File: src/verilog/tmc_pkg.sv
package tmc_pkg;

  // register indices; the byte address is four times the index
  localparam logic [7:0] TMC_IDX_AUX2 = 8'h87;
  localparam logic [7:0] TMC_IDX_CTRL = 8'h88;
  localparam logic [7:0] TMC_IDX_MODE = 8'h89;
  localparam logic [7:0] TMC_IDX_TL0  = 8'h8a;
  localparam logic [7:0] TMC_IDX_TL1  = 8'h8b;
  localparam logic [7:0] TMC_IDX_TH0  = 8'h8c;
  localparam logic [7:0] TMC_IDX_TH1  = 8'h8d;

  // timer_control_status field positions
  localparam int unsigned TMC_CTRL_TF1 = 7;
  localparam int unsigned TMC_CTRL_TR1 = 6;
  localparam int unsigned TMC_CTRL_TF0 = 5;
  localparam int unsigned TMC_CTRL_TR0 = 4;
  localparam int unsigned TMC_CTRL_IE1 = 3;
  localparam int unsigned TMC_CTRL_IT1 = 2;
  localparam int unsigned TMC_CTRL_IE0 = 1;
  localparam int unsigned TMC_CTRL_IT0 = 0;

  // timer_mode_select nibble layout (timer 1 high nibble, timer 0 low)
  localparam int unsigned TMC_NIB_W    = 4;
  localparam int unsigned TMC_NIB_GATE = 3;
  localparam int unsigned TMC_NIB_SRC  = 2;
  localparam int unsigned TMC_NIB_MODE = 0;

  // auxiliary_control_two field positions
  localparam int unsigned TMC_AUX_FAST0 = 7;
  localparam int unsigned TMC_AUX_FAST1 = 6;
  localparam int unsigned TMC_AUX_CKOE0 = 0;
  localparam logic [7:0]  TMC_AUX_MASK  = 8'hc1;

  // values after reset
  localparam logic [7:0] TMC_CTRL_RST = 8'h00;
  localparam logic [7:0] TMC_MODE_RST = 8'h00;
  localparam logic [7:0] TMC_CNT_RST  = 8'h00;
  localparam logic [7:0] TMC_AUX_RST  = 8'h00;

  // prescaler: cycles of pclk per timer rate cycle
  localparam int unsigned TMC_PRESCALE = 12;
  localparam logic [3:0]  TMC_PRE_LAST = 4'(TMC_PRESCALE - 1);

  // operating modes
  typedef enum logic [1:0] {
    TMC_M13   = 2'b00,
    TMC_M16   = 2'b01,
    TMC_M8RLD = 2'b10,
    TMC_MSPLT = 2'b11
  } tmc_mode_t;

  // external pins, grouped
  typedef struct packed {
    logic irq1;
    logic irq0;
    logic cnt1;
    logic cnt0;
  } tmc_pins_t;

  // vectoring acknowledges from the interrupt controller
  typedef struct packed {
    logic ext1;
    logic tim1;
    logic ext0;
    logic tim0;
  } tmc_ack_t;

endpackage

File: src/verilog/tmc_sync.sv
`timescale 1ns/1ps

module tmc_sync
  import tmc_pkg::*;
#(
  parameter int unsigned W = 4
)(
  // clock, reset, clock enable
  input  wire logic         pclk,
  input  wire logic         presetn,
  input  wire logic         ce,
  // asynchronous levels in, synchronised levels out
  input  wire logic [W-1:0] d,
  output logic      [W-1:0] q
);

  logic [W-1:0] meta_q;
  logic [W-1:0] meta_d;
  logic [W-1:0] q_d;

  // two stages; the first is read only by the second
  always_comb
  begin
    meta_d = ce ? d : meta_q;
    q_d    = ce ? meta_q : q;
  end

  always_ff @(posedge pclk or negedge presetn)
  begin
    if (!presetn)
    begin
      meta_q <= '1; // pins idle high, so no false edge follows reset
      q      <= '1;
    end
    else
    begin
      meta_q <= meta_d;
      q      <= q_d;
    end
  end

endmodule // tmc_sync

File: src/verilog/tmc_timers.sv
// The APB interface to the registers was decided locally.
`timescale 1ns/1ps

// Operation
// in timer function each timer advances once every twelve clock cycles
// fast clock select makes that timer advance on every clock cycle
// count pin sampled each rate cycle; high then low sample counts one
// counted edge becomes visible at the end of the next rate cycle
// mode 0 is a 13-bit counter; wrap from all ones sets overflow flag
// counting only with run set and gating off or interrupt pin high
// mode 1 is mode 0 using the full 16-bit count
// mode 2 low byte counts; overflow sets flag, reloads low from high
// timer 1 in mode 3 stops and holds its count
// timer 0 mode 3 low byte is an 8-bit counter with timer 0 controls
// timer 0 mode 3 high byte counts clock, runs on timer 1 run bit, flag
// mode codes: 13-bit, 16-bit, 8-bit reload, split or stopped
// mode register: timer 1 high nibble, timer 0 low; gate, source, mode
// source bit 0 selects internal clock, 1 selects the count pin
// overflow flags set by overflow, cleared by vectoring, software writable
// run bits start and stop their timers
// external flags set on edge or level; vectoring clears edge flags only
// trigger type 0 is low level, 1 is falling edge
// timer 0 fast select at aux bit 7 picks undivided clock
// timer 0 clock output enable at aux bit 0 drives a toggling clock out
// writing a count byte loads it at once; reads return the live count
module tmc_timers
  import tmc_pkg::*;
#(
  parameter int unsigned ADDR_W = 12
)(
  // clock, reset, clock enable
  input  wire logic              pclk,
  input  wire logic              presetn,
  input  wire logic              ce,
  // apb slave
  input  wire logic              psel,
  input  wire logic              penable,
  input  wire logic              pwrite,
  input  wire logic [ADDR_W-1:0] paddr,
  input  wire logic [31:0]       pwdata,
  input  wire logic [3:0]        pstrb,
  output logic      [31:0]       prdata,
  output logic                   pready,
  output logic                   pslverr,
  // external pins and vectoring acknowledges
  input  wire tmc_pins_t         pins,
  input  wire tmc_ack_t          ack,
  // interrupt request flags and clock out
  output logic                   timer0_overflow_flag,
  output logic                   timer1_overflow_flag,
  output logic                   ext_irq0_flag,
  output logic                   ext_irq1_flag,
  output logic                   timer0_clock_out,
  output logic                   timer0_clock_out_oe
);

  // one timer step for modes 0..2, mode 3 holds; timer 0 mode 3 is handled by the caller
  function automatic logic [16:0] tmc_step(logic [7:0] hi, logic [7:0] lo,
                                           tmc_mode_t m, logic inc);
    logic [5:0]  s5;
    logic [16:0] s16;
    logic [16:0] r;
    s5  = {1'b0, lo[4:0]} + 6'(inc);
    s16 = {1'b0, hi, lo} + 17'(inc);
    r   = {1'b0, hi, lo};
    unique case (m)
      TMC_M13:   r = {s5[5] & (hi == 8'hff), hi + 8'(s5[5]), lo[7:5], s5[4:0]};
      TMC_M16:   r = s16;
      TMC_M8RLD: r = (inc && lo == 8'hff) ? {1'b1, hi, hi} : {1'b0, hi, lo + 8'(inc)};
      TMC_MSPLT: r = {1'b0, hi, lo};
    endcase
    return r;
  endfunction

  // synchronised pins
  tmc_pins_t   pins_s;
  logic        cnt_s [2];
  logic        irq_s [2];

  // register state
  logic [7:0]  ctrl_q, ctrl_d;
  logic [7:0]  mode_q, mode_d;
  logic [7:0]  aux_q, aux_d;
  logic [7:0]  tl0_q, tl0_d, th0_q, th0_d;
  logic [7:0]  tl1_q, tl1_d, th1_q, th1_d;
  logic        clko_q, clko_d;
  logic [3:0]  pre_q, pre_d;
  logic [31:0] prdata_q, prdata_d;
  logic        pready_q, pready_d;
  logic        pslverr_q, pslverr_d;

  // per timer datapath
  logic        tick12;
  logic        fast [2];
  logic        tr [2];
  logic        rate [2];
  logic        run_en [2];
  logic        inc [2];
  logic        samp_q [2];
  logic        samp_d [2];
  logic        pend_q [2];
  logic        pend_d [2];
  logic        irqp_q [2];
  logic        irqp_d [2];
  logic        irq_fall [2];

  // bus decode
  logic [7:0]  idx;
  logic        hit;
  logic        wr_en;
  logic        wr_ctrl, wr_mode, wr_aux, wr_tl0, wr_th0, wr_tl1, wr_th1;

  // step results
  tmc_mode_t   m0, m1;
  logic [16:0] st0, st1;
  logic        th0_inc;
  logic        tf0_set, tf1_set, ie0_set, ie1_set;

  tmc_sync #(.W(4)) u_sync (
    .pclk    (pclk),
    .presetn (presetn),
    .ce      (ce),
    .d       (pins),
    .q       (pins_s)
  );

  assign cnt_s[0] = pins_s.cnt0;
  assign cnt_s[1] = pins_s.cnt1;
  assign irq_s[0] = pins_s.irq0;
  assign irq_s[1] = pins_s.irq1;
  assign fast[0]  = aux_q[TMC_AUX_FAST0];
  assign fast[1]  = aux_q[TMC_AUX_FAST1];
  assign tr[0]    = ctrl_q[TMC_CTRL_TR0];
  assign tr[1]    = ctrl_q[TMC_CTRL_TR1];

  // divide-by-twelve prescaler shared by both timers
  always_comb
  begin
    pre_d = pre_q;
    if (ce)
      pre_d = (pre_q == TMC_PRE_LAST) ? 4'h0 : pre_q + 4'h1;
  end
  assign tick12 = ce && (pre_q == TMC_PRE_LAST);

  // per timer rate, gating, pin sampling and interrupt edge detect
  for (genvar i = 0; i < 2; i++)
  begin : g_tim
    logic [3:0] nib;
    assign nib       = mode_q[TMC_NIB_W*i +: TMC_NIB_W];
    assign rate[i]   = ce && (fast[i] || tick12); // see R01
    assign run_en[i] = tr[i] && (!nib[TMC_NIB_GATE] || irq_s[i]); // see R06
    assign inc[i]    = run_en[i] &&
                       (nib[TMC_NIB_SRC] ? (rate[i] && pend_q[i]) : rate[i]); // see R14
    assign irq_fall[i] = ce && irqp_q[i] && !irq_s[i];

    always_comb
    begin
      samp_d[i] = samp_q[i];
      pend_d[i] = pend_q[i];
      irqp_d[i] = ce ? irq_s[i] : irqp_q[i];
      if (rate[i])
      begin
        samp_d[i] = cnt_s[i];
        pend_d[i] = samp_q[i] && !cnt_s[i];
      end
    end

    always_ff @(posedge pclk or negedge presetn)
    begin
      if (!presetn)
      begin
        samp_q[i] <= 1'b0;
        pend_q[i] <= 1'b0;
        irqp_q[i] <= 1'b1;
      end
      else
      begin
        samp_q[i] <= samp_d[i];
        pend_q[i] <= pend_d[i];
        irqp_q[i] <= irqp_d[i];
      end
    end
  end

  // apb decode; writes land at the access edge
  assign idx     = paddr[9:2];
  assign hit     = (paddr[ADDR_W-1:10] == '0) && (paddr[1:0] == 2'b00) &&
                   (idx >= TMC_IDX_AUX2) && (idx <= TMC_IDX_TH1);
  assign wr_en   = psel && penable && pready_q && pwrite && hit && pstrb[0];
  assign wr_ctrl = wr_en && idx == TMC_IDX_CTRL;
  assign wr_mode = wr_en && idx == TMC_IDX_MODE;
  assign wr_aux  = wr_en && idx == TMC_IDX_AUX2;
  assign wr_tl0  = wr_en && idx == TMC_IDX_TL0;
  assign wr_th0  = wr_en && idx == TMC_IDX_TH0;
  assign wr_tl1  = wr_en && idx == TMC_IDX_TL1;
  assign wr_th1  = wr_en && idx == TMC_IDX_TH1;

  assign m0 = tmc_mode_t'(mode_q[TMC_NIB_MODE +: 2]);
  assign m1 = tmc_mode_t'(mode_q[TMC_NIB_W + TMC_NIB_MODE +: 2]);

  // counting, flags and software access
  always_comb
  begin
    st0     = tmc_step(th0_q, tl0_q, m0, inc[0]);
    st1     = tmc_step(th1_q, tl1_q, m1, inc[1]); // mode 3 holds
    th0_inc = 1'b0;
    tf1_set = st1[16] && (m0 != TMC_MSPLT);
    if (m0 == TMC_MSPLT)
    begin
      st0[7:0]  = tl0_q + 8'(inc[0]);
      st0[16]   = inc[0] && (tl0_q == 8'hff);
      th0_inc   = rate[0] && tr[1];
      st0[15:8] = th0_q + 8'(th0_inc);
      tf1_set   = th0_inc && (th0_q == 8'hff);
    end
    tf0_set = st0[16];
    ie0_set = ctrl_q[TMC_CTRL_IT0] && irq_fall[0];
    ie1_set = ctrl_q[TMC_CTRL_IT1] && irq_fall[1];

    // a software write wins over a count in the same cycle
    tl0_d  = wr_tl0 ? pwdata[7:0] : st0[7:0];
    th0_d  = wr_th0 ? pwdata[7:0] : st0[15:8];
    tl1_d  = wr_tl1 ? pwdata[7:0] : st1[7:0];
    th1_d  = wr_th1 ? pwdata[7:0] : st1[15:8];
    mode_d = wr_mode ? pwdata[7:0] : mode_q;
    aux_d  = wr_aux ? (pwdata[7:0] & TMC_AUX_MASK) : aux_q;

    // control: ack clears, write stores, hardware set wins over both
    ctrl_d = wr_ctrl ? pwdata[7:0] : ctrl_q;
    if (ce && ack.tim0 && !wr_ctrl)
      ctrl_d[TMC_CTRL_TF0] = 1'b0;
    if (ce && ack.tim1 && !wr_ctrl)
      ctrl_d[TMC_CTRL_TF1] = 1'b0;
    if (ce && ack.ext0 && ctrl_q[TMC_CTRL_IT0] && !wr_ctrl)
      ctrl_d[TMC_CTRL_IE0] = 1'b0;
    if (ce && ack.ext1 && ctrl_q[TMC_CTRL_IT1] && !wr_ctrl)
      ctrl_d[TMC_CTRL_IE1] = 1'b0;
    if (tf0_set)
      ctrl_d[TMC_CTRL_TF0] = 1'b1;
    if (tf1_set)
      ctrl_d[TMC_CTRL_TF1] = 1'b1;
    if (ie0_set)
      ctrl_d[TMC_CTRL_IE0] = 1'b1;
    if (ie1_set)
      ctrl_d[TMC_CTRL_IE1] = 1'b1;
    // level mode: the pin itself owns the flag
    if (ce && !ctrl_q[TMC_CTRL_IT0])
      ctrl_d[TMC_CTRL_IE0] = !irq_s[0]; // see R18
    if (ce && !ctrl_q[TMC_CTRL_IT1])
      ctrl_d[TMC_CTRL_IE1] = !irq_s[1];

    clko_d = clko_q;
    if (aux_q[TMC_AUX_CKOE0] && tf0_set)
      clko_d = !clko_q;
  end

  // apb answer: ready one cycle after setup, error on unmapped address
  always_comb
  begin
    pready_d  = psel && !penable;
    pslverr_d = psel && !penable && !hit;
    prdata_d  = prdata_q;
    if (psel && !penable)
    begin
      prdata_d = '0;
      if (hit && !pwrite)
      begin
        unique case (idx)
          TMC_IDX_AUX2: prdata_d[7:0] = aux_q;
          TMC_IDX_CTRL: prdata_d[7:0] = ctrl_q;
          TMC_IDX_MODE: prdata_d[7:0] = mode_q;
          TMC_IDX_TL0:  prdata_d[7:0] = tl0_q;
          TMC_IDX_TL1:  prdata_d[7:0] = tl1_q;
          TMC_IDX_TH0:  prdata_d[7:0] = th0_q;
          TMC_IDX_TH1:  prdata_d[7:0] = th1_q;
          default:      prdata_d[7:0] = 8'h00;
        endcase
      end
    end
  end

  // state registers
  always_ff @(posedge pclk or negedge presetn)
  begin
    if (!presetn)
    begin
      pre_q     <= 4'h0;
      ctrl_q    <= TMC_CTRL_RST;
      mode_q    <= TMC_MODE_RST;
      aux_q     <= TMC_AUX_RST;
      tl0_q     <= TMC_CNT_RST;
      th0_q     <= TMC_CNT_RST;
      tl1_q     <= TMC_CNT_RST;
      th1_q     <= TMC_CNT_RST;
      clko_q    <= 1'b1;
      prdata_q  <= '0;
      pready_q  <= 1'b0;
      pslverr_q <= 1'b0;
    end
    else
    begin
      pre_q     <= pre_d;
      ctrl_q    <= ctrl_d;
      mode_q    <= mode_d;
      aux_q     <= aux_d;
      tl0_q     <= tl0_d;
      th0_q     <= th0_d;
      tl1_q     <= tl1_d;
      th1_q     <= th1_d;
      clko_q    <= clko_d;
      prdata_q  <= prdata_d;
      pready_q  <= pready_d;
      pslverr_q <= pslverr_d;
    end
  end

  // outputs straight from flops
  assign prdata               = prdata_q;
  assign pready               = pready_q;
  assign pslverr              = pslverr_q;
  assign timer0_overflow_flag = ctrl_q[TMC_CTRL_TF0];
  assign timer1_overflow_flag = ctrl_q[TMC_CTRL_TF1];
  assign ext_irq0_flag        = ctrl_q[TMC_CTRL_IE0];
  assign ext_irq1_flag        = ctrl_q[TMC_CTRL_IE1];
  assign timer0_clock_out     = clko_q;
  assign timer0_clock_out_oe  = aux_q[TMC_AUX_CKOE0];
endmodule // tmc_timers
File: config.mk
export PLATFORM = sky130hd
export DESIGN_NAME = tmc_timers
export DESIGN_NICKNAME = d
export VERILOG_FILES = /design/src/verilog/tmc_pkg.sv /design/src/verilog/tmc_sync.sv /design/src/verilog/tmc_timers.sv
export SDC_FILE = /design/constraint.sdc
export NUM_CORES = 1
export LEC_CHECK = 0
export ABC_CLOCK_PERIOD_IN_PS = 3900
export BUFFER_PORTS_ARGS = -buffer_cell sky130_fd_sc_hd__buf_2
export CORE_MARGIN = 4
export CORE_UTILIZATION = 45
export DETAILED_ROUTE_END_ITERATION = 6
export PLACE_DENSITY = 0.68
export SETUP_SLACK_MARGIN = 0.15
export SYNTH_ARGS = -nofsm -noshare
export SYNTH_HDL_FRONTEND = slang
export SYNTH_HIERARCHICAL = 1
export SYNTH_SLANG_ARGS = --single-unit
File: constraint.sdc
create_clock -name pclk -period 3.9 [get_ports pclk]
set_input_delay 1.17 -clock pclk [delete_from_list [all_inputs] [get_ports pclk]]
set_output_delay 1.17 -clock pclk [all_outputs]
set_load 0.005 [all_outputs]
**Word level (Yosys, flattened, before mapping)**

Index checks and enable logic that the tools add are counted.

- Memory bits (writable): 0
- Register bits after elaboration: 80
- Output and inout bits: 40
- Bits in read-only memories: 0
- Latch bits: 0
- Input bits: 62
- Word-level logic and storage cells: 171
- Memories: 0

- Order comparisons: 2
- Shift operators: 0
- Add/subtract/negate cells: 10
- Bitwise gates (word level): 2
- Muxes and demuxes: 26
- Multipliers: 0
- Div/mod/pow operators: 0
- Reduce and logical (&&, ||, !) cells: 80
- Eq/ne operators: 25

Operators with widths:

| cell | number |
|---|---|
| == test 8 bit, second input constant | 11 |
| case mux 17 bit (4 select lines) | 1 |
| case mux 8 bit (7 select lines) | 1 |
| logical AND 1 bit | 53 |
| two-way mux 17 bit | 3 |
| case mux 17 bit (3 select lines) | 1 |
| two-way mux 8 bit | 6 |
| adder 8 x 1 -> 8 bit | 5 |
| adder 16 x 1 -> 17 bit | 2 |
| logical NOT 1 bit | 13 |
| two-way mux 1 bit | 13 |
| adder 5 x 1 -> 6 bit | 2 |
| inequality test 2 bit, second input constant | 5 |
| == test 2 bit, second input constant | 4 |
| >= comparator 8 bit, second input constant | 1 |
| less-or-equal comparator 8 bit, second input constant | 1 |
| logical NOT 2 bit | 4 |
| nonzero test 4 bit | 2 |
| inequality test 3 bit, second input constant | 2 |
| nonzero test 3 bit | 2 |
| adder 4 x 1 -> 4 bit, second input constant | 1 |
| == test 2 x 1 -> 1 bit, second input constant | 2 |
| == test 4 bit, second input constant | 1 |
| logical OR 1 bit | 4 |
| 3 further kinds | 5 |

**Depth between registers and ports, before layout**

- Depth after elaboration: 13
- Gate-level depth with buffers: 16
- Mapped depth without buffers: 16

**Hierarchy**

Netlist, hierarchy kept.

Modules (own cells, without submodules):

| module | times used | cells each | seq. area each (um^2) | area each (um^2) |
|---|---|---|---|---|
| tmc_timers | 1 | 609 | 1805.5 | 5367.6 |
| tmc_sync | 1 | 17 | 210.2 | 341.6 |

**Worst setup path after synthesis**

Ideal clock, no wire load.

- Kind: input -> register
- Start: in ce
- End: reg th1_q[4]
- Required time: 3818 ps
- Stages: 11
- Path slack: 625 ps
- Buffers on the path: 0
- Setup time: 82 ps
- Arrival: 3194 ps
- Cells stage by stage: o21ai_1 nor2_1 ha_1 nand4_1 nor2_1 ha_1 ha_1 nor2b_1 a22oi_1 or3_1 a31oi_1

- Longest elaborated chain between the ends: 10
- Elaborated cells between the ends (all ways): 11
- Classes of those cells: add/sub (3); mux (3); reduce/logical (5)

Ends and longest elaborated chain:

| what | line | source |
|---|---|---|
| start: declaration | tmc_timers.sv:34 | `input wire logic ce,` |
| logical AND 1 bit | tmc_timers.sv:143 | `assign tick12 = ce && (pre_q == TMC_PRE_LAST);` |
| logical OR 1 bit | tmc_timers.sv:150 | `assign rate[i] = ce && (fast[i] \|\| tick12);` |
| logical AND 1 bit * | tmc_timers.sv:150 |  |
| logical AND 1 bit | tmc_timers.sv:153 | `(nib[TMC_NIB_SRC] ? (rate[i] && pend_q[i]) : rate[i]);` |
| two-way mux 1 bit * | tmc_timers.sv:153 |  |
| logical AND 1 bit * | tmc_timers.sv:152 | `assign inc[i] = run_en[i] &&` |
| adder 5 x 1 -> 6 bit | tmc_timers.sv:63 | `s5 = {1'b0, lo[4:0]} + 6'(inc);` |
| adder 8 x 1 -> 8 bit | tmc_timers.sv:67 | `TMC_M13: r = {s5[5] & (hi == 8'hff), hi + 8'(s5[5]), lo[7:5], s5[4:0]};` |
| case mux 17 bit (4 select lines) * | tmc_timers.sv:66 | `unique case (m)` |
| two-way mux 8 bit * | tmc_timers.sv:224 | `th1_d = wr_th1 ? pwdata[7:0] : st1[15:8];` |
| end signal: assignment | tmc_timers.sv:309 | `th1_q <= th1_d;` |
| end: declaration | tmc_timers.sv:85 | `logic [7:0] tl1_q, tl1_d, th1_q, th1_d;` |

Mark *: on every way between the ends. The rest lies on a longest branch, timed or not.
A chain may end at the register's enable or synchronous reset.

**Worst setup path after layout**

- Start: in ce
- End: reg th0_q[4]

- Longest elaborated chain between the ends: 11
- Elaborated cells between the ends (all ways): 14
- Classes of those cells: add/sub (4); mux (4); reduce/logical (6)

Ends and longest elaborated chain:

| what | line | source |
|---|---|---|
| logical AND 1 bit | tmc_timers.sv:143 |  |
| logical OR 1 bit | tmc_timers.sv:150 |  |
| logical AND 1 bit * | tmc_timers.sv:150 |  |
| logical AND 1 bit | tmc_timers.sv:153 |  |
| two-way mux 1 bit | tmc_timers.sv:153 |  |
| logical AND 1 bit | tmc_timers.sv:152 |  |
| adder 5 x 1 -> 6 bit | tmc_timers.sv:63 |  |
| adder 8 x 1 -> 8 bit | tmc_timers.sv:67 |  |
| case mux 17 bit (3 select lines) | tmc_timers.sv:66 |  |
| two-way mux 17 bit * | tmc_timers.sv:208 | `if (m0 == TMC_MSPLT)` |
| two-way mux 8 bit * | tmc_timers.sv:222 | `th0_d = wr_th0 ? pwdata[7:0] : st0[15:8];` |
| end signal: assignment | tmc_timers.sv:307 | `th0_q <= th0_d;` |
| end: declaration | tmc_timers.sv:84 | `logic [7:0] tl0_q, tl0_d, th0_q, th0_d;` |

Marked as above.

==> results.toml <==
[outcome]
status = "finished, final reports clean"

[synth]
synth_seq_cells = 80
synth_largest_area_cell = "dfrtp_1"
async_reset_ff_share_pct = 100.0
syn_avg_cell_area_um2 = 9.120
yosysSeqAreaShare_pct = 35.31
synth_top_area_share_pct = 30.24
syn_inst = 626
synth_edf_count = 0
yosys_warnings = 6
synth.distinct_cells = 73
syn_area_mm2 = 0.005709
synthFlopType = "dfrtp_1"
synth_area_leaders = "dfrtp_1 (30%), dfstp_2 (5.1%), nand2_1 (4.7%), mux2_2 (4.7%), buf_4 (3.3%)"

[worst_setup_path]
cp_common_cell = "ha_1"
crit_type = "input port to flop"
path_cells = "buf_2, o21ai_2, nor2_1, ha_1, and3_1, nand3_1, inv_1, ha_1, ha_1, nor2b_1, nand2_1, a211oi_1, a41oi_1, o31ai_1, mux2_2"
r2r_start = "pre_q[0]$_DFFE_PN0P_"
slowest_stage = "a211oi_1"
max_stage_delay_ns = 0.29
path_buf_inv = 2
ff2ff_setup_slack_ns = 0.64
cp-end-kind = "flop"
crit_fanout = 4
crit_family = "simple AND/OR/NAND/NOR gates"
cp.arrival_ns = 3.56
crit_required_ns = 4.18
critPathLaunchType = "input port"
r2r_cells = 16
regToRegEndpoint = "th0_q[4]$_DFFE_PN0P_"

[global_route]
overflow = 0
grt.total_usage_pct = 22.86
grt_pass1_wl_mm = 26.30
antenna_found_initial = 0
grt_max_degree = 81
grt_pass1_vias = 4942

[sta]
period_minus_slack_ns = 3.275
worst_slew_pin_slew_ns = 1.021
holdWs_ns = 0.4714
finalSetupViolCount = 0
slew_headroom_pct = 31.97
fin_setup_tns_ns = 0
skew_ns = 0.007463
period_share_pct = 83.98
fmax_mhz = 305.3
maxSlewViolCount = 0
rsz0062_at_grt = "false"
hold_viol_final = 0
worst_slack_ns = 0.6248

[die]
die-area_mm2 = 0.01455
num_rows = 40
fp.dieW_um = 120.6
core_area_mm2 = 0.01221
die-height_um = 120.6
start_util_pct = 46.75
ioPinCount = 102

[flow_run]
cap_violations = 0

[detailed_routing]
drt-initial-drc-count = 571
ant_nets = 0
drtPass1Iterations = 5
vias = 5079
wirelength_mm = 16.01
wl_per_cell_um = 19.08
remaining_drc_errors = 0
via_per_inst = 6.054

[finish]
layout_commonest_cell = "nand2_1"
finalNonFillerCells = 839
antennaDiodeCount = 0
area_delta_synth_final_pct = 10.37
layout-drive-gt1-share_pct = 21.16
final_cell_mix = "nand2_1 (72), dfrtp_1 (69), buf_2 (49)"
finalNetCount = 743
utilization_pct = 51.60
fillers = 1148

[power]
leakage_nw = 2.771
power.density_mw_per_mm2 = 311.4
peakVddDrop_mv = 0.2332

[clock_network]
cts_tree = "built"
cts_resized = 0
cts-root-buf = "clkbuf_16"
cts_max_path_buffers = 2
cts_buffers = 9
clkLatencyLatePin_ns = 0.35
cts_setup_buffers = 0
ctsHoldBuffers = 0
cts_max_level = 3
cts.sinks = 80
path_clk_slew_ns = 0.06

[hold_path]
hp-start = "prdata[0]$_DFFE_PN0P_"
hold_depth = 1
holdCritPathClass = "flop to flop"
min_to = "prdata[0]$_DFFE_PN0P_"

[placed_design]
dpl.hpwl_mm = 11.93
port-buffer-count = 50
place_congestion = 0.9219
dpl.cell_count = 823
dp_slack_ns = 0.3052
[cell type report]
| cell class | count | area [um2] | area share, % |
|---|---|---|---|
| clock buffers | 11 | 232.7 | 3.693 |
| clock inverters | 5 | 33.78 | 0.5361 |
| inverters | 23 | 86.33 | 1.370 |
| multi-input cells | 488 | 3364 | 53.40 |
| flip-flops and latches | 80 | 2016 | 31.99 |
| well taps | 168 | 210.2 | 3.336 |
| repair buffers | 64 | 357.8 | 5.679 |
[flip-flops by register name, indices dropped and copies added (netlist names)]
| name | flops |
|---|---|
| ctrl_q | 8 |
| pend_q | 2 |
| pready | 1 |
| irqp_q | 2 |
| timer0_clock_out | 1 |
| samp_q | 2 |
| aux_q | 3 |
| th0_q | 8 |
| tl0_q | 8 |
| pre_q | 4 |
| tl1_q | 8 |
| pslverr | 1 |
| u_sync/meta_q | 4 |
| th1_q | 8 |
| u_sync/q | 4 |
| mode_q | 8 |
| prdata | 8 |
[report_power, final]
group,switching (W),internal (W),total (W)
registers,0.0000489,0.000899,0.000948
logic,0.000125,0.000110,0.000235
clock network,0.000349,0.000430,0.000779
total,0.000522,0.00144,0.00196
[per-stage QoR]
| step | total power (W) | area (um2) |
|---|---|---|
| 5_1_grt | 0.002063 | 6301 |
| 3_5_place_dp | 0.001200 | 6035 |
| 3_3_place_gp | 0.001179 | 6035 |
| 4_1_cts | 0.001979 | 6301 |
| 2_1_floorplan | 0.001110 | 5796 |
| 6_report | 0.001962 | 6301 |
[Yosys cell counts, drive strengths merged (4+ instances only)]
| cell type | number |
|---|---|
| nand3b | 6 |
| nor3 | 12 |
| mux2i | 8 |
| mux4 | 7 |
| o211ai | 5 |
| or3 | 5 |
| dfrtp | 69 |
| inv | 21 |
| and4 | 6 |
| o21ai | 27 |
| a21oi | 28 |
| a21o | 10 |
| nand4 | 15 |
| nor4 | 13 |
| a22oi | 7 |
| a31oi | 7 |
| o221ai | 6 |
| nand2b | 9 |
| nor2b | 10 |
| nand3 | 19 |
| nand2 | 72 |
| mux2 | 32 |
| xnor2 | 12 |
| and3 | 5 |
| buf | 34 |
| o22ai | 8 |
| nor2 | 45 |
| a211o | 4 |
| ha | 15 |
| xor2 | 12 |
| o31ai | 9 |
| clkbuf | 24 |
| a22o | 5 |
| a211oi | 10 |
| dfstp | 11 |
[logic make-up after synthesis]
group / after synthesis / share of synthesized area (%)
other: 1 / 0.06568
DFF: 80 / 35.31
AOI/OAI and AO/OA: 148 / 17.66
xor gates and xnor gates: 24 / 3.682
buffers and inverters: 81 / 7.276
adders and majority gates: 15 / 3.287
muxes: 47 / 11.00
and+or+nand+nor: 230 / 21.72
[how the worst max path moves through the flow]
stage                         start                   end  slack [ns]  depth (start not counted)
2_1_floorplan                    ce  th1_q[4]$_DFFE_PN0P_        0.62                         11
3_3_place_gp                     ce  th0_q[6]$_DFFE_PN0P_        0.41                         14
3_5_place_dp                     ce  th0_q[4]$_DFFE_PN0P_        0.31                         15
4_1_cts        pre_q[0]$_DFFE_PN0P_  th0_q[4]$_DFFE_PN0P_        0.63                         16
5_1_grt        pre_q[0]$_DFFE_PN0P_  th0_q[4]$_DFFE_PN0P_        0.38                         16
6_report                         ce  th0_q[4]$_DFFE_PN0P_        0.62                         15
[layer usage]
| layer | global-route usage (%) | share of wire [%] | up-vias |
|---|---|---|---|
| met5 | 0 | 0 | - |
| met4 | 9.348 | 3.0 | 0 |
| met3 | 4.116 | 8.3 | 35 |
| met2 | 35.42 | 45 | 253 |
| met1 | 31.59 | 43 | 2453 |
| li1 | - | - | 2338 |
[worst reg2reg max path: stages (launching register included)]
cell	delay, ns
dfrtp_1	0.40
ha_1	0.23
and3b_1	0.23
o21ai_2	0.16
nor2_1	0.07
ha_1	0.23
and3_1	0.22
nand3_1	0.16
inv_1	0.06
ha_1	0.20
ha_1	0.25
nor2b_1	0.17
nand2_1	0.09
a211oi_1	0.08
a41oi_1	0.21
o31ai_1	0.11
mux2_2	0.27
Power figures use the tool's default switching activity.
